`src/pwr_clk_pkg.sv`:
```
/*
 power-mode and bus-clock controller package: register indices, field positions,
 reset values, enumerations and timing constants.
 assumes a single 250 MHz system clock domain.
*/
package pwr_clk_pkg;
   // register indices on the plain register port
   localparam logic [3:0] ADDR_PROTECT = 4'ha;
   localparam logic [3:0] ADDR_CLK_CTRL0 = 4'h6;
   localparam logic [3:0] ADDR_CLK_CTRL1 = 4'h7;
   localparam logic [3:0] ADDR_WAKE_CFG = 4'h0;
   localparam logic [3:0] ADDR_STATUS = 4'h1;
   localparam logic [3:0] ADDR_CPU_STATE = 4'h2;

   // clock control 0 fields
   localparam int B_WAIT_GATE = 2;
   localparam int B_SUB_PORT_EN = 4;
   localparam int B_MAIN_STOP = 5;
   localparam int B_FIX_DIV8 = 6;
   localparam int B_SRC_SEL = 7;
   // clock control 1 fields
   localparam int B_ALL_STOP = 0;
   localparam int B_MAIN_DRIVE = 5;
   localparam int B_DIV_LO = 6;
   localparam int B_DIV_HI = 7;
   // clock control 0 bit 3 holds the sub-oscillator drive strength
   localparam int B_SUB_DRIVE = 3;
   localparam int B_PROTECT_CLK = 0;

   localparam logic [7:0] CTRL0_RESET = 8'h48;
   localparam logic [7:0] CTRL1_RESET = 8'h20;

   // wake configuration fields
   localparam int B_SER_EXT_CLK = 0;
   localparam int B_TMR_EVENT = 1;
   localparam int B_TMR_SUB_CLOCK_DIV_THIRTY_TWO = 2;
   localparam int B_ADC_ONESHOT = 3;

   localparam int NUM_IRQ = 8;
   localparam int LVL_W = 3;

   // oscillation start-up interval before the clock is given back
   localparam int OSC_START_NS = 2000;
   localparam int CLK_PERIOD_NS = 4;
   localparam int OSC_START_CYC = (OSC_START_NS + CLK_PERIOD_NS - 1) / CLK_PERIOD_NS;
   localparam int CNT_W = 10;
   localparam int DIV_W = 4;

   localparam logic [1:0] DIV_SEL_2 = 2'h0;
   localparam logic [1:0] DIV_SEL_4 = 2'h1;
   localparam logic [1:0] DIV_SEL_16 = 2'h2;
   localparam logic [1:0] DIV_SEL_8 = 2'h3;

   // interrupt kinds and their wake qualification
   typedef enum logic [1:0] {IRQ_PIN, IRQ_SERIAL, IRQ_TIMER, IRQ_ADC} irq_kind_t;
   localparam logic [2*NUM_IRQ-1:0] IRQ_KINDS = 16'h1b90;

   typedef enum logic [2:0] {
      PM_RUN, PM_WAIT, PM_STOP, PM_OSC_START, PM_ISEQ
   } pm_state_t;

   typedef enum logic [2:0] {
      SQ_READ_VEC, SQ_SAVE_FLAG, SQ_PUSH_FLAG, SQ_PUSH_PC, SQ_SET_IPL, SQ_FETCH
   } seq_state_t;

   localparam int B_FLG_U = 7;
   localparam int B_FLG_I = 6;
   localparam int B_FLG_D = 2;
   localparam logic [5:0] SW_INT_LO = 6'h20;
endpackage

```
`src/pwr_clk_ctrl.sv`:
```
/*
 power-mode and bus-clock controller: clock selection and division, run / wait /
 stop modes, wake qualification, and the cpu interrupt sequence after wake-up.
 assumes all inputs synchronous to mclk and the register port master of the house.
*/
module pwr_clk_ctrl
   import pwr_clk_pkg::*;
(
   input wire logic mclk,
   input wire logic reset_n,
   input wire logic [3:0] reg_addr,
   input wire logic [7:0] reg_wdata,
   input wire logic reg_write,
   input wire logic reg_read,
   output logic [7:0] reg_rdata,
   input wire logic main_osc_input_pin,
   input wire logic secondary_osc_clock,
   output logic main_osc_output_pin,
   output logic main_feedback_connect,
   output logic sub_osc_output_pin,
   output logic sub_osc_pins_oe,
   output logic main_osc_enable,
   output logic sub_osc_enable,
   output logic main_drive_high,
   output logic sub_drive_high,
   output logic bus_clock,
   output logic cpu_clock_enable,
   output logic periph_clock_enable,
   output logic sub_periph_clock_enable,
   input wire logic wait_request,
   input wire logic [NUM_IRQ-1:0] irq_request,
   input wire logic [NUM_IRQ*LVL_W-1:0] irq_level,
   input wire logic global_int_enable,
   input wire logic [LVL_W-1:0] processor_priority_level,
   input wire logic [7:0] flag_word,
   input wire logic [5:0] int_number,
   input wire logic soft_int,
   output logic [NUM_IRQ-1:0] irq_clear,
   output logic seq_active,
   output logic [7:0] flag_temp,
   output logic [7:0] flag_new,
   output logic flag_load,
   output logic push_flags,
   output logic push_pc,
   output logic vector_read,
   output logic [LVL_W-1:0] new_ipl,
   output logic ipl_load,
   output logic handler_fetch
);
   logic [7:0] ctrl0_q;
   logic [7:0] ctrl1_q;
   logic [3:0] wake_cfg_q;
   logic protect_q;
   pm_state_t pm_q;
   seq_state_t sq_q;
   logic [CNT_W-1:0] osc_cnt_q;
   logic [DIV_W-1:0] div_cnt_q;
   logic bus_clock_q;
   logic [7:0] flag_temp_q;
   logic [$clog2(NUM_IRQ)-1:0] win_q;
   logic [LVL_W-1:0] win_lvl_q;
   logic [NUM_IRQ-1:0] accept;
   logic [NUM_IRQ-1:0] wake_ok;
   logic any_accept;
   logic [$clog2(NUM_IRQ)-1:0] win_idx;
   logic [LVL_W-1:0] win_lvl;
   logic gated;
   logic [DIV_W-1:0] half_div;
   logic src_sub;
   logic prot_wr;

   assign src_sub = ctrl0_q[B_SRC_SEL];
   assign gated = ctrl0_q[B_WAIT_GATE];
   assign prot_wr = protect_q & reg_write;

   // accept condition and which interrupt kinds may wake the current mode
   always_comb begin
      win_idx = '0;
      win_lvl = '0;
      any_accept = 1'b0;
      for (int i = 0; i < NUM_IRQ; i++) begin
         accept[i] = global_int_enable & irq_request[i] &
            (irq_level[i*LVL_W +: LVL_W] > processor_priority_level);
         unique case (irq_kind_t'(IRQ_KINDS[2*i +: 2]))
            IRQ_PIN: wake_ok[i] = 1'b1;
            IRQ_SERIAL: wake_ok[i] = (pm_q == PM_WAIT && !gated) || wake_cfg_q[B_SER_EXT_CLK];
            IRQ_TIMER: wake_ok[i] = (pm_q == PM_WAIT && !gated) || wake_cfg_q[B_TMR_EVENT] ||
               (pm_q == PM_WAIT && wake_cfg_q[B_TMR_SUB_CLOCK_DIV_THIRTY_TWO]);
            IRQ_ADC: wake_ok[i] = pm_q == PM_WAIT && !gated && wake_cfg_q[B_ADC_ONESHOT];
         endcase
         if (pm_q == PM_RUN)
            wake_ok[i] = 1'b1;
         if (accept[i] && wake_ok[i] && (!any_accept || irq_level[i*LVL_W +: LVL_W] > win_lvl)) begin
            any_accept = 1'b1;
            win_idx = i[$clog2(NUM_IRQ)-1:0];
            win_lvl = irq_level[i*LVL_W +: LVL_W];
         end
      end
   end

   // protect bit gates writes to both clock control registers
   always_ff @(posedge mclk or negedge reset_n) begin
      if (!reset_n)
         protect_q <= 1'b0;
      else if (reg_write && reg_addr == ADDR_PROTECT)
         protect_q <= reg_wdata[B_PROTECT_CLK];
   end

   always_ff @(posedge mclk or negedge reset_n) begin
      if (!reset_n) begin
         ctrl0_q <= CTRL0_RESET;
      end else if (pm_q == PM_RUN && prot_wr && reg_addr == ADDR_CLK_CTRL0 &&
         !reg_wdata[B_MAIN_STOP] && 1'b0) begin
         ctrl0_q <= reg_wdata;
      end else if (pm_q == PM_RUN && prot_wr && reg_addr == ADDR_CLK_CTRL0) begin
         ctrl0_q <= reg_wdata;
      end else if (pm_q == PM_RUN && prot_wr && reg_addr == ADDR_CLK_CTRL1 &&
         reg_wdata[B_ALL_STOP] && !src_sub) begin
         ctrl0_q[B_FIX_DIV8] <= 1'b1;
      end
   end

   always_ff @(posedge mclk or negedge reset_n) begin
      if (!reset_n)
         ctrl1_q <= CTRL1_RESET;
      else if (pm_q == PM_RUN && prot_wr && reg_addr == ADDR_CLK_CTRL1)
         ctrl1_q <= reg_wdata;
      else if (pm_q == PM_STOP && any_accept)
         ctrl1_q[B_ALL_STOP] <= 1'b0;
   end

   always_ff @(posedge mclk or negedge reset_n) begin
      if (!reset_n)
         wake_cfg_q <= '0;
      else if (reg_write && reg_addr == ADDR_WAKE_CFG)
         wake_cfg_q <= reg_wdata[3:0];
   end

   always_ff @(posedge mclk or negedge reset_n) begin
      if (!reset_n)
         reg_rdata <= '0;
      else if (reg_read) begin
         unique case (reg_addr)
            ADDR_PROTECT: reg_rdata <= {7'h00, protect_q};
            ADDR_CLK_CTRL0: reg_rdata <= ctrl0_q;
            ADDR_CLK_CTRL1: reg_rdata <= ctrl1_q;
            ADDR_WAKE_CFG: reg_rdata <= {4'h0, wake_cfg_q};
            ADDR_STATUS: reg_rdata <= {5'h00, pm_q};
            ADDR_CPU_STATE: reg_rdata <= {5'h00, sq_q};
            default: reg_rdata <= '0;
         endcase
      end else
         reg_rdata <= '0;
   end

   // power mode sequencing
   always_ff @(posedge mclk or negedge reset_n) begin
      if (!reset_n) begin
         pm_q <= PM_RUN;
         osc_cnt_q <= '0;
      end else begin
         unique case (pm_q)
            PM_RUN: begin
               if (prot_wr && reg_addr == ADDR_CLK_CTRL1 && reg_wdata[B_ALL_STOP])
                  pm_q <= PM_STOP;
               else if (wait_request)
                  pm_q <= PM_WAIT;
               else if (any_accept)
                  pm_q <= PM_ISEQ;
            end
            PM_WAIT: if (any_accept) pm_q <= PM_ISEQ;
            PM_STOP: if (any_accept) begin
               pm_q <= PM_OSC_START;
               osc_cnt_q <= '0;
            end
            PM_OSC_START: begin
               osc_cnt_q <= osc_cnt_q + 1'b1;
               if (osc_cnt_q == CNT_W'(OSC_START_CYC - 1))
                  pm_q <= PM_ISEQ;
            end
            PM_ISEQ: if (sq_q == SQ_FETCH) pm_q <= PM_RUN;
         endcase
      end
   end

   // interrupt entry sequence, one step a cycle
   always_ff @(posedge mclk or negedge reset_n) begin
      if (!reset_n) begin
         sq_q <= SQ_READ_VEC;
         win_q <= '0;
         win_lvl_q <= '0;
         flag_temp_q <= '0;
      end else if (pm_q != PM_ISEQ) begin
         sq_q <= SQ_READ_VEC;
         if (any_accept) begin
            win_q <= win_idx;
            win_lvl_q <= win_lvl;
         end
      end else begin
         unique case (sq_q)
            SQ_READ_VEC: sq_q <= SQ_SAVE_FLAG;
            SQ_SAVE_FLAG: begin
               flag_temp_q <= flag_word;
               sq_q <= SQ_PUSH_FLAG;
            end
            SQ_PUSH_FLAG: sq_q <= SQ_PUSH_PC;
            SQ_PUSH_PC: sq_q <= SQ_SET_IPL;
            SQ_SET_IPL: sq_q <= SQ_FETCH;
            SQ_FETCH: sq_q <= SQ_READ_VEC;
         endcase
      end
   end

   always_comb begin
      flag_new = flag_word;
      flag_new[B_FLG_I] = 1'b0;
      flag_new[B_FLG_D] = 1'b0;
      if (!(soft_int && int_number >= SW_INT_LO))
         flag_new[B_FLG_U] = 1'b0;
   end

   assign seq_active = pm_q == PM_ISEQ;
   assign vector_read = seq_active && sq_q == SQ_READ_VEC;
   assign irq_clear = vector_read ? (NUM_IRQ'(1) << win_q) : '0;
   assign flag_load = seq_active && sq_q == SQ_SAVE_FLAG;
   assign flag_temp = flag_temp_q;
   assign push_flags = seq_active && sq_q == SQ_PUSH_FLAG;
   assign push_pc = seq_active && sq_q == SQ_PUSH_PC;
   assign ipl_load = seq_active && sq_q == SQ_SET_IPL;
   assign new_ipl = win_lvl_q;
   assign handler_fetch = seq_active && sq_q == SQ_FETCH;

   // bus clock divider; selected ratio forced to eight by the fixed bit
   always_comb begin
      if (ctrl0_q[B_FIX_DIV8])
         half_div = DIV_W'(4);
      else begin
         unique case ({ctrl1_q[B_DIV_HI], ctrl1_q[B_DIV_LO]})
            DIV_SEL_2: half_div = DIV_W'(1);
            DIV_SEL_4: half_div = DIV_W'(2);
            DIV_SEL_8: half_div = DIV_W'(4);
            DIV_SEL_16: half_div = DIV_W'(8);
         endcase
      end
   end

   always_ff @(posedge mclk or negedge reset_n) begin
      if (!reset_n) begin
         div_cnt_q <= '0;
         bus_clock_q <= 1'b0;
      end else if (main_osc_input_pin) begin
         if (div_cnt_q >= half_div - 1'b1) begin
            div_cnt_q <= '0;
            bus_clock_q <= ~bus_clock_q;
         end else
            div_cnt_q <= div_cnt_q + 1'b1;
      end
   end

   // main clock pass-through branch is never taken; the main source always gives the divided clock
   always_comb begin
      if (src_sub)
         bus_clock = secondary_osc_clock;
      else if (!ctrl0_q[B_FIX_DIV8] && 1'b0)
         bus_clock = main_osc_input_pin;
      else
         bus_clock = bus_clock_q;
   end

   assign cpu_clock_enable = pm_q == PM_RUN || pm_q == PM_ISEQ;
   assign periph_clock_enable = (pm_q == PM_RUN || pm_q == PM_ISEQ ||
      (pm_q == PM_WAIT && !gated)) && !ctrl0_q[B_MAIN_STOP];
   assign sub_periph_clock_enable = pm_q != PM_STOP && pm_q != PM_OSC_START;
   assign main_osc_enable = !ctrl0_q[B_MAIN_STOP] && !ctrl1_q[B_ALL_STOP];
   assign sub_osc_enable = ctrl0_q[B_SUB_PORT_EN] && !ctrl1_q[B_ALL_STOP];
   assign main_osc_output_pin = !main_osc_enable ? 1'b1 : ~main_osc_input_pin;
   assign main_feedback_connect = !ctrl1_q[B_ALL_STOP];
   assign sub_osc_output_pin = ~secondary_osc_clock;
   assign sub_osc_pins_oe = sub_osc_enable;
   assign main_drive_high = ctrl1_q[B_MAIN_DRIVE];
   assign sub_drive_high = ctrl0_q[B_SUB_DRIVE];
endmodule

```
`config.mk`:
```
export PLATFORM = sky130hd
export DESIGN_NAME = pwr_clk_ctrl
export DESIGN_NICKNAME = d
export VERILOG_FILES = /design/src/pwr_clk_pkg.sv /design/src/pwr_clk_ctrl.sv
export SDC_FILE = /design/constraint.sdc
export NUM_CORES = 1
export LEC_CHECK = 0
export BUFFER_PORTS_ARGS = -buffer_cell sky130_fd_sc_hd__buf_2
export CAP_MARGIN = 10
export CORE_MARGIN = 5
export CORE_UTILIZATION = 50
export DETAILED_ROUTE_END_ITERATION = 8
export MAX_ROUTING_LAYER = met4
export PLACE_DENSITY = 0.76
export SLEW_MARGIN = 20
export SYNTH_ARGS = -nofsm -noshare
export SYNTH_HDL_FRONTEND = slang
export SYNTH_SLANG_ARGS = --single-unit
```
`constraint.sdc`:
```
create_clock -name mclk -period 8.6 [get_ports mclk]
set_input_delay 0.86 -clock mclk [delete_from_list [all_inputs] [get_ports mclk]]
set_output_delay 0.86 -clock mclk [all_outputs]
set_load 0.01 [all_outputs]
```
# Word level (Yosys, flattened, before mapping)

Cells that the tools add are included.

Flip-flop bits (word level): 64
Output and inout bits: 54
Logic and storage cells: 202

Add/subtract/negate cells: 3
Order comparisons: 17
Equality and inequality tests: 24
Shift-type cells: 1
Multiplexer cells: 50
Bitwise operators: 21
Reduce and logical (&&, ||, !) cells: 71

Operators by type and width:

| operator              | count |
|---|---|
| $mux 3                | 21 |
| $pmux 8 s6            | 1 |
| $gt 3x3->1            | 15 |
| $logic_and 1x1->1     | 36 |
| $pmux 10 s2           | 1 |
| $mux 1                | 19 |
| $pmux 3 s6            | 1 |
| $and 1x1->1           | 17 |
| $mux 8                | 2 |
| $pmux 4 s4            | 1 |
| $pmux 3 s5            | 1 |
| $eq 3x2->1 const B    | 4 |
| $logic_or 1x1->1      | 12 |
| $logic_not 1->1       | 11 |
| $add 10x1->10 const B | 1 |
| $eq 10x9->1 const B   | 1 |
| $mux 10               | 1 |
| $eq 3x3->1 const B    | 3 |
| $eq 4x3->1 const B    | 2 |
| $mux 4                | 2 |
| $reduce_and 2->1      | 4 |
| $shl 1x3->8 const A   | 1 |
| $eq 3x1->1 const B    | 2 |
| $ge 6x6->1 const B    | 1 |
| 18 further kinds      | 27 |

# Depth between registers and ports, before layout

Gate-level depths: netlist of the first run.

Depth in word-level cells: 35
Gate-level depth with buffers: 61
Depth with buffers taken out: 58

# Worst setup path before layout of the first run

Ideal clock, no wire load.

Path type: input -> register
Start point: in processor_priority_level[1]
End point: reg win_lvl_q[1], in the netlist new_ipl[1]
Library setup time: 0.095 ns
Arrival: 10.295 ns
Required time: 8.505 ns
Path slack: -1.791 ns
Stages on the path: 57
Path through: inv_1 > ha_1 > nor2b_1 > o311a_1 > and3_1 > ha_1 > nand3_1 > o21ai_0 > o211a_1 > nor3b_1 > nor2_1 > ha_1 > nor2b_1 > o21ai_0 > a32oi_1 > o21a_1 > o31ai_1 > ha_1 > [... 21 more ...] > buf_2 > a21oi_1 > ha_1 > a21o_1 > a21oi_1 > a31oi_1 > o21a_1 > buf_2 > nor2b_1 > or2_1 > ha_1 > a21o_1 > a21oi_1 > a31oi_1 > inv_1 > a21oi_1 > a32oi_1 > o31ai_1

Word-level cells in the longest chain between the ends: 32

Ends and longest elaborated chain:

| what                                                 | RTL line            | RTL |
|---|---|---|
| start: declaration                                   | pwr_clk_ctrl.sv:34  | `input wire logic [LVL_W-1:0] processor_priority_level,` |
| $gt 3x3->1                                           | pwr_clk_ctrl.sv:83  | `(irq_level[i*LVL_W +: LVL_W] > processor_priority_level);` |
| $and 1x1->1                                          | pwr_clk_ctrl.sv:82  | `accept[i] = global_int_enable & irq_request[i] &` |
| $mux 3 / $mux 1 (equally long branches)              | pwr_clk_ctrl.sv:93  | `if (accept[i] && wake_ok[i] && (!any_accept \|\| irq_level[i*LVL_W +: LVL_W] > win_lvl)) begin` |
| $gt 3x3->1 / $logic_not 1->1 (equally long branches) | pwr_clk_ctrl.sv:93  |  |
| $logic_or 1x1->1                                     | pwr_clk_ctrl.sv:93  |  |
| $logic_and 1x1->1                                    | pwr_clk_ctrl.sv:93  |  |
| $mux 3 / $mux 1 (equally long branches)              | pwr_clk_ctrl.sv:93  |  |
| $gt 3x3->1 / $logic_not 1->1 (equally long branches) | pwr_clk_ctrl.sv:93  |  |
| [... 16 more ...]                                    | n/a                 |  |
| $logic_or 1x1->1                                     | pwr_clk_ctrl.sv:93  |  |
| $logic_and 1x1->1                                    | pwr_clk_ctrl.sv:93  |  |
| $mux 3 / $mux 1 (equally long branches)              | pwr_clk_ctrl.sv:93  |  |
| $gt 3x3->1 / $logic_not 1->1 (equally long branches) | pwr_clk_ctrl.sv:93  |  |
| $logic_or 1x1->1                                     | pwr_clk_ctrl.sv:93  |  |
| $logic_and 1x1->1                                    | pwr_clk_ctrl.sv:93  |  |
| $mux 1                                               | pwr_clk_ctrl.sv:93  |  |
| $reduce_and 2->1 (no source line)                    | n/a                 |  |
| end signal: assignment                               | pwr_clk_ctrl.sv:197 | `win_lvl_q <= win_lvl;` |
| end: declaration                                     | pwr_clk_ctrl.sv:61  | `logic [LVL_W-1:0] win_lvl_q;` |

Parallel ways exist; a longest one is shown, timed or not.
A chain may end at the register's enable or synchronous reset.

# Final worst setup path of the first run

Start point: in processor_priority_level[1]
End point: reg win_lvl_q[0], in the netlist new_ipl[0]

Same word-level chain as after synthesis.

==> qor.yml, run 1 <==
clock_skew_ns: 0.0139
post-place-ws_ns: -1.74
grt_remaining_overflow: 0
die_h_um: 109
min_path_type: "input pin to async pin"
syn_area_um2: 4850
grt_pass1_vias: 4833
grt.total_usage_pct: 24.3
vias_per_cell: 5.68
cts.sinks: 64
fin_nets: 869
drt-total-wl_um: 14800
period_share_pct: 116
startpoint_type: "input pin"
post-route-drc-count: 0
crit_path_max_fanout: 7
numCtsBuffers: 9
drt_iter0_markers: 343
powerDensity_nw_per_um2: 133
routabilityCongestion: 0.907
antenna_found_initial: 0
n_antenna_cell: 0
io_pins: 124
ys_warn_count: 0
dpl.hpwl_um: 10300
grt_pass1_wl_um: 22200
synthCells: 562
die-area_um2: 11800
rsz0062_at_grt: "true"
clock_latency_ns: 0.35
wl_per_cell_um: 16.7
syn_area_per_cell_um2: 8.64
ys_async_sr_fraction_pct: 100
numPortBuffers: 116
required_ns: 8.84
cp.arrival_ns: 10.24
slew_headroom_pct: 25.9
violations: "setup timing"
reg2regPathDepth: 43
worstSetupPathDepth: 56
ys_seq_area_share_pct: 33.1
crit_buf_inv: 5
synth.distinct_cells: 67
worst_ir_drop_vdd_uv: 64.4
path_delay_family: "compound AO/OA/AOI/OAI gates"
ant_nets: 0
nFillCells: 738
status: "complete, but fails checks"
clk_root_buffer_cell: "clkbuf_8"
finalCriticalPeriod_ns: 10.00
drv_slew: 0
grt_max_degree: 59
cts.clk_slew.worst_paths_ns: 0.08
cp_slowest_cell: "o311a_4"
ys_ff_latch: 64
cap_viol_max_count: 0
rows: 36
fp.coreArea_um2: 9640
die_x_um: 109
synth.top_cell.area_share_pct: 31.4
postLayoutCoreUtil_pct: 68.5
htree_levels: 3
synth_edf_count: 0
crit_type: "input pin to register"
tightest_slew_ns: 1.11
finalSetupViolations: 6
synth.largest_area_cell: "dfrtp_1"
area_growth_pct: 36.0
initial_core_util_pct: 50.4
fmax_ghz: 0.100
num_vias: 5029
worstSetupEndpointType: "register"
drive_gt1_share_pct: 39.7
ys_top_cells_by_area: "dfrtp_1 31%, ha_1 13%, nand2_1 4.8%"
critPathMaxStageDelay_ns: 0.40
cellLeakagePower_nw: 3.24
cts_hold_buf: 0
synthFlopType: "dfrtp_1"
cts_tree: "built"
ctsLongestPathBuffers: 2
firstDrtPassIters: 5
r2r_slack_ns: 0.37
setup_slack_ns: -1.40
hold_violations: 0
-- synthesized netlist by cell type, types with 8 or more instances --
| library cell | number |
|---|---|
| a211oi_1 | 10 |
| a21oi_1 | 26 |
| a31oi_1 | 9 |
| and3_1 | 8 |
| buf_4 | 8 |
| clkbuf_1 | 11 |
| dfrtp_1 | 61 |
| ha_1 | 51 |
| inv_1 | 39 |
| mux2_2 | 20 |
| nand2_1 | 62 |
| nand2b_1 | 8 |
| nand3_1 | 19 |
| nor2_1 | 43 |
| nor2b_1 | 21 |
| nor3_1 | 17 |
| o21ai_0 | 18 |
| o21ai_1 | 22 |
-- cells in the final DEF (no fill, tap or decap), types with 8 or more instances in the layout --
cell      count
a211oi_1      8
a21oi_1      20
buf_2       115
buf_4        76
clkbuf_8     10
dfrtp_1      61
ha_1         41
inv_1        37
mux2_2       20
nand2_1      61
nand2b_1      8
nand3_1      16
nor2_1       41
nor2b_1      17
nor3_1       14
o21ai_0      13
o21ai_1      24
-- cells by family (layout without fill, tap and decap cells) --
| logic type | after synthesis | in the layout | synth area share (%) |
|---|---|---|---|
| other | 2 | 3 | 0.155 |
| xor gates and xnor gates | 1 | 1 | 0.180 |
| DFF | 64 | 64 | 33.1 |
| buffers and inverters | 62 | 252 | 5.46 |
| adders and majority gates | 51 | 51 | 13.1 |
| AOI/OAI and AO/OA | 141 | 141 | 19.5 |
| muxes | 27 | 27 | 6.08 |
| and+or+nand+nor | 214 | 214 | 22.4 |
-- worst register-to-register path, delay by kind of cell, from the launching register on --
kind / cells / cell delay, ns
buf+inv: 3 / 0.37
simple gates: 8 / 1.46
compound gates: 27 / 4.26
flops: 1 / 0.57
fa+ha+maj: 5 / 1.45
-- stage by stage --
step / total power, mW / area [um2] / std cells / hold slack, ns / TNS [ns]
floorplan: 0.503 / 4930 / 563 / 0.433 / -8.43
CTS: 0.854 / 6370 / 873 / 0.324 / -5.03
global route: 0.931 / 6600 / 886 / 0.326 / -10.49
finish: 0.878 / 6600 / 886 / 0.332 / -7.99
detailed placement: 0.596 / 5920 / 839 / 0.458 / -10.18
global placement: 0.581 / 5920 / 839 / 0.455 / -7.55
-- path summary, 6_finish.rpt --
check                                            start           end
setup reg to reg                               pm_q[0]    new_ipl[0]
min in group mclk                         flag_temp[3]  flag_temp[3]
hold / removal                                 reset_n   bus_clock_q
max in group asynchronous                      reset_n    ctrl0_q[4]
setup / recovery           processor_priority_level[1]    new_ipl[0]
hold reg to reg                           flag_temp[3]  flag_temp[3]
-- cell type report --
type / instances / area [um2] / area share, %
Clock buffer: 10 / 138 / 2.08
Clock inverter: 6 / 42.5 / 0.644
Inverter: 40 / 154 / 2.33
Multi-Input combinational cell: 437 / 3290 / 49.9
Sequential cell: 64 / 1610 / 24.3
Tap cell: 133 / 166 / 2.52
Timing Repair Buffer: 196 / 1200 / 18.2
-- repair_timing --
| action | in CTS | in global routing |
|---|---|---|
| gates resized for setup | 27 | 27 |
| setup buffers | 18 | 13 |
| pin swaps | 21 | 35 |
| setup endpoints to repair | 6 | 6 |
-- flip-flops by register name, summed over array words and instances, names as in the netlist --
register,count
win_q,3
ctrl0_q,8
bus_clock_q,1
osc_cnt_q,10
protect_q,1
sq_q,3
ctrl1_q,8
reg_rdata,8
flag_temp,8
new_ipl,3
wake_cfg_q,4
pm_q,3
div_cnt_q,4
-- where the power goes --
group | total, mW | switching [mW] | internal [mW]
Clock | 0.242 | 0.129 | 0.113
Combinational | 0.286 | 0.149 | 0.137
Sequential | 0.350 | 0.0245 | 0.326
Total | 0.878 | 0.302 | 0.576
-- layer usage --
layer / part of all wire, % / wire [um] / track usage [%]
met1: 39 / 5790 / 28.6
met2: 52 / 7660 / 42.5
met3: 6.8 / 1010 / 3.64
met4: 2.2 / 320 / 7.75
met5: 0 / 0 / -
(Power assumes the default switching activity.)
==> run 2: changes to the inputs <==
ABC_AREA = 1   (was not set)
==> run 2 against run 1 <==
Against the previous run:
- the run now ends clean
- largest power group unchanged
- sequential share of layout area decreased by 0.22 points
- count of clock-buffer cells in the layout unchanged
- critical path type unchanged
- setup slack better by 1.7 ns
- clock skew down 0.0054 ns
- sequential cell count unchanged
- final area rose by 0.93%
- global-route usage fell by 0.26 points
==> qor.yml, run 2 <==
status: "finished, final reports clean"  # was complete, but fails checks
ctsLongestPathBuffers: 2  # unchanged
rows: 36  # unchanged
yosysMostFrequentCell: "nand2_1"  # unchanged
ys_async_sr_fraction_pct: 100  # unchanged
stdcell_area_um2: 6660  # was 6600 um2
crit_top_cell: "nand2_1"
clock_skew_ns: 0.00853  # was 0.0139 ns
final_common_cell: "nand2_1"  # was buf_2
powerDensity_nw_per_um2: 131  # was 133 nW/um2
numCtsBuffers: 9  # unchanged
die_h_um: 110  # was 109 um
cts_tree: "built"  # unchanged
drt-total-wl_um: 14400  # was 14,800 um
critPathMaxStageDelay_ns: 0.29  # was 0.40 ns
startpoint_type: "input pin"  # unchanged
worstSetupEndpointType: "register"  # unchanged
die-area_um2: 12100  # was 11,800 um2
worst_ir_drop_vdd_uv: 97.9  # was 64.4 uV
die_x_um: 110  # was 109 um
path_delay_family: "simple AND/OR/NAND/NOR gates"  # was compound AO/OA/AOI/OAI gates
ant_nets: 0  # unchanged
crit_path_max_fanout: 7  # unchanged
grt_remaining_overflow: 0  # unchanged
fmax_ghz: 0.121  # was 0.100 GHz
cts.clk_slew.worst_paths_ns: 0.07  # was 0.08 ns
io_pins: 124  # unchanged
reg2regPathDepth: 49  # was 43
fp.coreArea_um2: 9770  # was 9640 um2
synthFlopType: "dfrtp_1"  # unchanged
fin_nets: 983  # was 869
grt_pass1_wl_um: 22600  # was 22,200 um
antenna_found_initial: 0  # unchanged
drv_slew: 0  # unchanged
cp_slowest_cell: "ha_4"  # was o311a_4
crit_type: "input pin to register"  # unchanged
synth_edf_count: 0  # unchanged
synth_common_cells: "191 x nand2_1, 93 x inv_1, 61 x dfrtp_1"  # was 62 x nand2_1, 61 x dfrtp_1, 51 x ha_1
finalCriticalPeriod_ns: 8.29  # was 10.00 ns
placed_area_um2: 6010  # was 5920 um2
synthCells: 697  # was 562
cp.arrival_ns: 8.54  # was 10.24 ns
layout_common_cells: "169 x nand2_1, 116 x buf_2, 91 x inv_1"  # was 115 x buf_2, 76 x buf_4, 61 x nand2_1, 61 x dfrtp_1
drive_gt1_share_pct: 35.3  # was 39.7%
numPortBuffers: 116  # unchanged
period_share_pct: 96.4  # was 116%
grt_max_degree: 65  # was 59
largest_register: "osc_cnt_q"  # unchanged
drt_iter0_markers: 345  # was 343
hold_depth: 2
finalSetupViolations: 0  # was 6
synth.top_cell.area_share_pct: 30.5  # was 31.4%
ys_seq_area_share_pct: 32.1  # was 33.1%
cap_viol_max_count: 0  # unchanged
ys_top_cells_by_area: "dfrtp_1 30%, nand2_1 14%, ha_1 13%"  # was dfrtp_1 31%, ha_1 13%, nand2_1 4.8%
synth.distinct_cells: 46  # was 67
post-route-drc-count: 0  # unchanged
largest_register_ffs: 10  # unchanged
fin_setup_tns_ns: 0  # was -7.99 ns
initial_core_util_pct: 51.2  # was 50.4%
hold_violations: 0  # unchanged
dpl.hpwl_um: 10900  # was 10,300 um
worstSetupPathDepth: 65  # was 56
firstDrtPassIters: 7  # was 5
vias_per_cell: 5.26  # was 5.68
ys_ff_latch: 64  # unchanged
syn_area_um2: 5010  # was 4850 um2
n_antenna_cell: 0  # unchanged
slew_headroom_pct: 45.8  # was 25.9%
ys_warn_count: 0  # unchanged
num_vias: 5256  # was 5,029
clk_root_buffer_cell: "clkbuf_8"  # unchanged
syn_area_per_cell_um2: 7.19  # was 8.64 um2
tightest_slew_ns: 0.813  # was 1.11 ns
clock_latency_ns: 0.35  # about the same
grt.total_usage_pct: 24.0  # was 24.3%
cellLeakagePower_nw: 3.53  # was 3.24 nW
routabilityCongestion: 0.917  # was 0.907
synth.largest_area_cell: "dfrtp_1"  # unchanged
min_path_type: "register to register"  # was input pin to async pin
cts.sinks: 64  # unchanged
area_growth_pct: 33.0  # was 36.0%
crit_buf_inv: 6  # was 5
wl_per_cell_um: 14.4  # was 16.7 um
grt_pass1_vias: 5233  # was 4,833
required_ns: 8.85  # was 8.84 ns
htree_levels: 3  # unchanged
[run 2: changes by cell type after synthesis, sizes merged, moves of 10 or more]
cell / previous run / this run
nor2b: 21 / 0
inv: 39 / 103
a211oi: 11 / 1
nand3: 20 / 59
nand2: 62 / 207
mux2: 20 / 1
[run 2: path summary, 6_finish.rpt]
kind	startpoint	to	slack, ns
setup / recovery	processor_priority_level[2]	new_ipl[1]	0.31
hold / removal	flag_temp[3]	flag_temp[3]	0.49
setup reg to reg	pm_q[2]	new_ipl[1]	2.15
hold reg to reg	flag_temp[3]	flag_temp[3]	0.49
max in group asynchronous	reset_n	win_q[0]	7.38
min in group asynchronous	reset_n	ctrl1_q[6]	0.68
[run 2: logic make-up (layout without fill, tap and decap cells)]
group | Yosys count | count (layout) | synth area share (%)
AO/OA/AOI/OAI | 97 | 97 | 11.4
XOR/XNOR | 4 | 4 | 0.699
adder cells (fa/ha/maj) | 51 | 51 | 12.7
buffers and inverters | 117 | 286 | 9.39
flip-flops | 64 | 64 | 32.1
multiplexers | 1 | 1 | 0.225
other | 2 | 3 | 0.150
AND/OR/NAND/NOR | 361 | 361 | 33.4
[run 2: final cells by class]
class,instances,area [um2]
clock inverters,6,67.6
inverters,104,398
fillers,814,3110
flip-flops and latches,64,1610
multi-input cells,517,3330
well taps,133,166
clock buffers,10,138
repair buffers,166,960
[run 2: report_power, final]
group | switching [mW] | internal (mW)
registers | 0.0200 | 0.324
clock network | 0.125 | 0.142
logic | 0.149 | 0.112
[run 2: worst min-delay path, cell delays in order (launching register included)]
cell and delay, ns:
dfrtp_1 0.35, nand2_1 0.06, nand2_1 0.06
[run 2: timing repair]
item,in CTS,in global routing
hold endpoints to repair,0,0
pin swaps,4,25
endpoints found under the setup margin,6,6
gates resized for setup,4,80
hold buffers,0,0
buffers inserted,2,4
[run 2: routing by layer]
| metal | wire, um | global-route usage (%) |
|---|---|---|
| met5 | 0 | - |
| met1 | 5780 | 27.1 |
| met4 | 411 | 10.1 |
| met2 | 7480 | 41.3 |
| met3 | 741 | 4.83 |
[run 2: stage by stage]
stage | hold WS (ns) | utilization [%] | total power [mW] | instances | setup WS [ns]
after floorplan | 0.453 | - | 0.488 | 698 | 0.363
after global placement | 0.460 | 61.5 | 0.559 | 978 | -0.256
after detailed placement | 0.474 | 61.5 | 0.573 | 978 | -0.543
after CTS | 0.492 | 64.1 | 0.844 | 996 | 0.00343
after global routing | 0.524 | 68.2 | 0.932 | 1000 | -0.225
final | 0.491 | 68.2 | 0.872 | 1000 | 0.309
==> run 3: changes to the inputs <==
CORE_UTILIZATION = 49   (was 50)
PLACE_DENSITY = 0.77   (was 0.76)
clock period = 7.3 ns   (was 8.6 ns; I/O delays follow)
==> run 3 against run 2 <==
Against the previous run:
- the run now ends with setup timing left
- non-clock buffer count is 59 higher
- sequential share of layout area fell by 2.1 points
- sequential cell count unchanged
- wire length rose by 19%
- largest power group unchanged
==> qor.yml, run 3 (synthesized netlist as in run 2, its figures left out) <==
grt_pass1_vias: 5739  # was 5,233
drt_iter0_markers: 383  # was 345
drive_gt1_share_pct: 42.0  # was 35.3%
rsz0062_at_grt: "true"
required_ns: 7.54  # was 8.85 ns
setup_slack_ns: -0.926  # was 0.309 ns
cap_viol_max_count: 0  # unchanged
rows: 37  # was 36
p_comb_share_pct: 33.7  # was 29.9%
startpoint_type: "input pin"  # unchanged
numCtsBuffers: 9  # unchanged
hold_depth: 2  # unchanged
drv_slew: 0  # unchanged
num_vias: 5691  # was 5,256
grt_remaining_overflow: 0  # unchanged
ctsLongestPathBuffers: 2  # unchanged
firstDrtPassIters: 5  # was 7
die-area_um2: 12300  # was 12,100 um2
final_common_cell: "nand2_1"  # unchanged
dpl.cell_count: 996  # was 978
cts.sinks: 64  # unchanged
grt_max_degree: 65  # unchanged
routabilityCongestion: 0.901  # was 0.917
io_pins: 124  # unchanged
power_frac_seq_pct: 37.5  # was 39.4%
worstSetupEndpointType: "register"  # unchanged
violations: "setup timing"
cts.clk_slew.worst_paths_ns: 0.07  # about the same
whs_endpoint: "flag_temp[4]"  # was flag_temp[3]
crit_top_cell: "buf_4"  # was nand2_1
fp.coreArea_um2: 10100  # was 9770 um2
dpl.hpwl_um: 11200  # was 10,900 um
wl_per_cell_um: 16.1  # was 14.4 um
crit_buf_inv: 18  # was 6
cp_slowest_cell: "ha_1"  # was ha_4
instances_no_fill: 1062  # was 1,000
powerDensity_nw_per_um2: 148  # was 131 nW/um2
largest_register_ffs: 10  # unchanged
nFillCells: 775  # was 814
fin_setup_tns_ns: -5.30  # was 0 ns
wl_met2_um: 8840  # was 7480 um
highest_layer: "met4"  # unchanged
r2r_end: "new_ipl[0]"  # was new_ipl[1]
tightest_slew_ns: 0.825  # was 0.813 ns
clock_latency_ns: 0.35  # about the same
r2r_slack_ns: 0.80  # was 2.15 ns
grt_pass1_wl_um: 26000  # was 22,600 um
crit_type: "input pin to register"  # unchanged
crit_path_max_fanout: 7  # unchanged
antenna_found_initial: 0  # unchanged
largest_register: "osc_cnt_q"  # unchanged
slew_headroom_pct: 45.0  # was 45.8%
fmax_ghz: 0.122
n_antenna_cell: 0  # unchanged
min_path_type: "register to register"  # unchanged
layout_common_cells: "157 x nand2_1, 115 x buf_2, 108 x buf_4"  # was 169 x nand2_1, 116 x buf_2, 91 x inv_1
critPathMaxStageDelay_ns: 0.29  # about the same
htree_levels: 3  # unchanged
seqCellArea_um2: 1610  # unchanged
drt-met1-wl_um: 6430  # was 5780 um
status: "complete, but fails checks"  # was finished, final reports clean
die_h_um: 111  # was 110 um
initial_core_util_pct: 49.4  # was 51.2%
sw_frac_of_total_pct: 33.4  # was 33.7%
vias_per_cell: 5.36  # was 5.26
drt-total-wl_um: 17100  # was 14,400 um
cellLeakagePower_nw: 3.87  # was 3.53 nW
cts_tree: "built"  # unchanged
route.met3.wl_um: 1010  # was 741 um
p_int_mw: 0.719  # was 0.579 mW
area_growth_pct: 45.7  # was 33.0%
numPortBuffers: 116  # unchanged
fin_nets: 1042  # was 983
path_delay_family: "simple AND/OR/NAND/NOR gates"  # unchanged
clock_skew_ns: 0.00752  # was 0.00853 ns
finalSetupViolations: 6  # was 0
multi_input_area_um2: 3510  # was 3330 um2
power.share.clock_pct: 28.8  # was 30.7%
clk_root_buffer_cell: "clkbuf_8"  # unchanged
period_share_pct: 113
die_x_um: 111  # was 110 um
min_from: "flag_temp[4]"  # was flag_temp[3]
finalCriticalPeriod_ns: 8.23
grt.total_usage_pct: 26.1  # was 24.0%
reg2regPathDepth: 51  # was 49
hold_violations: 0  # unchanged
post-route-drc-count: 0  # unchanged
ant_nets: 0  # unchanged
cp.arrival_ns: 8.47  # was 8.54 ns
worst_ir_drop_vdd_uv: 143  # was 97.9 uV
reg2reg_from: "pm_q[1]"  # was pm_q[2]
p_switching_mw: 0.361  # was 0.294 mW
==> run 3: repair_timing <==
action / in CTS / in global routing
hold buffers: 0 / 0
resized for setup: 36 / 71
pin swaps: 51 / 61
endpoints found under the setup margin: 6 / 6
setup buffers: 41 / 9
==> run 3: area by class of cell <==
class / instances / area share, %
clock buffers: 13 / 2.18
clock inverters: 3 / 0.549
inverters: 104 / 5.57
multi-input cells: 517 / 48.1
flip-flops and latches: 64 / 22.0
well taps: 136 / 2.33
repair buffers: 225 / 19.3
==> run 3: power by group through the flow <==
| stage | combinational [mW] | clock [mW] | sequential [mW] |
|---|---|---|---|
| final | 0.364 | 0.311 | 0.405 |
| after floorplan | 0.174 | 0 | 0.408 |
| after global routing | 0.400 | 0.333 | 0.409 |
| after CTS | 0.313 | 0.317 | 0.405 |
| after global placement | 0.265 | 0 | 0.410 |
| after detailed placement | 0.284 | 0 | 0.411 |
==> run 3: worst max-delay path by stage <==
stage	startpoint	to	slack, ns	cells past startpoint
global route	processor_priority_level[2]	new_ipl[0]	-1.31	67
floorplan	processor_priority_level[2]	new_ipl[0]	-0.57	66
detailed placement	processor_priority_level[2]	new_ipl[2]	-1.25	66
global placement	processor_priority_level[2]	new_ipl[1]	-0.80	65
finish	processor_priority_level[2]	new_ipl[0]	-0.93	67
CTS	processor_priority_level[2]	new_ipl[2]	-0.53	67
==> run 3: layer usage <==
| layer | global-route usage, % | vias to the layer above |
|---|---|---|
| li1 | - | 2713 |
| met1 | 28.6 | 2683 |
| met2 | 45.5 | 222 |
| met3 | 4.75 | 73 |
| met4 | 13.2 | 0 |
| met5 | - | - |
==> run 3: worst register-to-register path: cells and delay by family, from the launching register on <==
kind | cells | cell delay, ns
compound gates | 6 | 0.73
flops | 1 | 0.46
fa+ha+maj | 4 | 0.87
buf+inv | 10 | 1.17
simple gates | 31 | 3.14
==> run 3: metrics by stage <==
stage	area, um2	total power, mW	hold slack [ns]	util (%)	setup slack, ns
finish	7300	1.08	0.478	72.0	-0.926
global route	7300	1.14	0.500	72.0	-1.31
CTS	6900	1.03	0.482	68.1	-0.529
floorplan	5110	0.583	0.434	-	-0.568
global placement	6220	0.675	0.459	61.4	-0.801
detailed placement	6220	0.695	0.463	61.4	-1.25
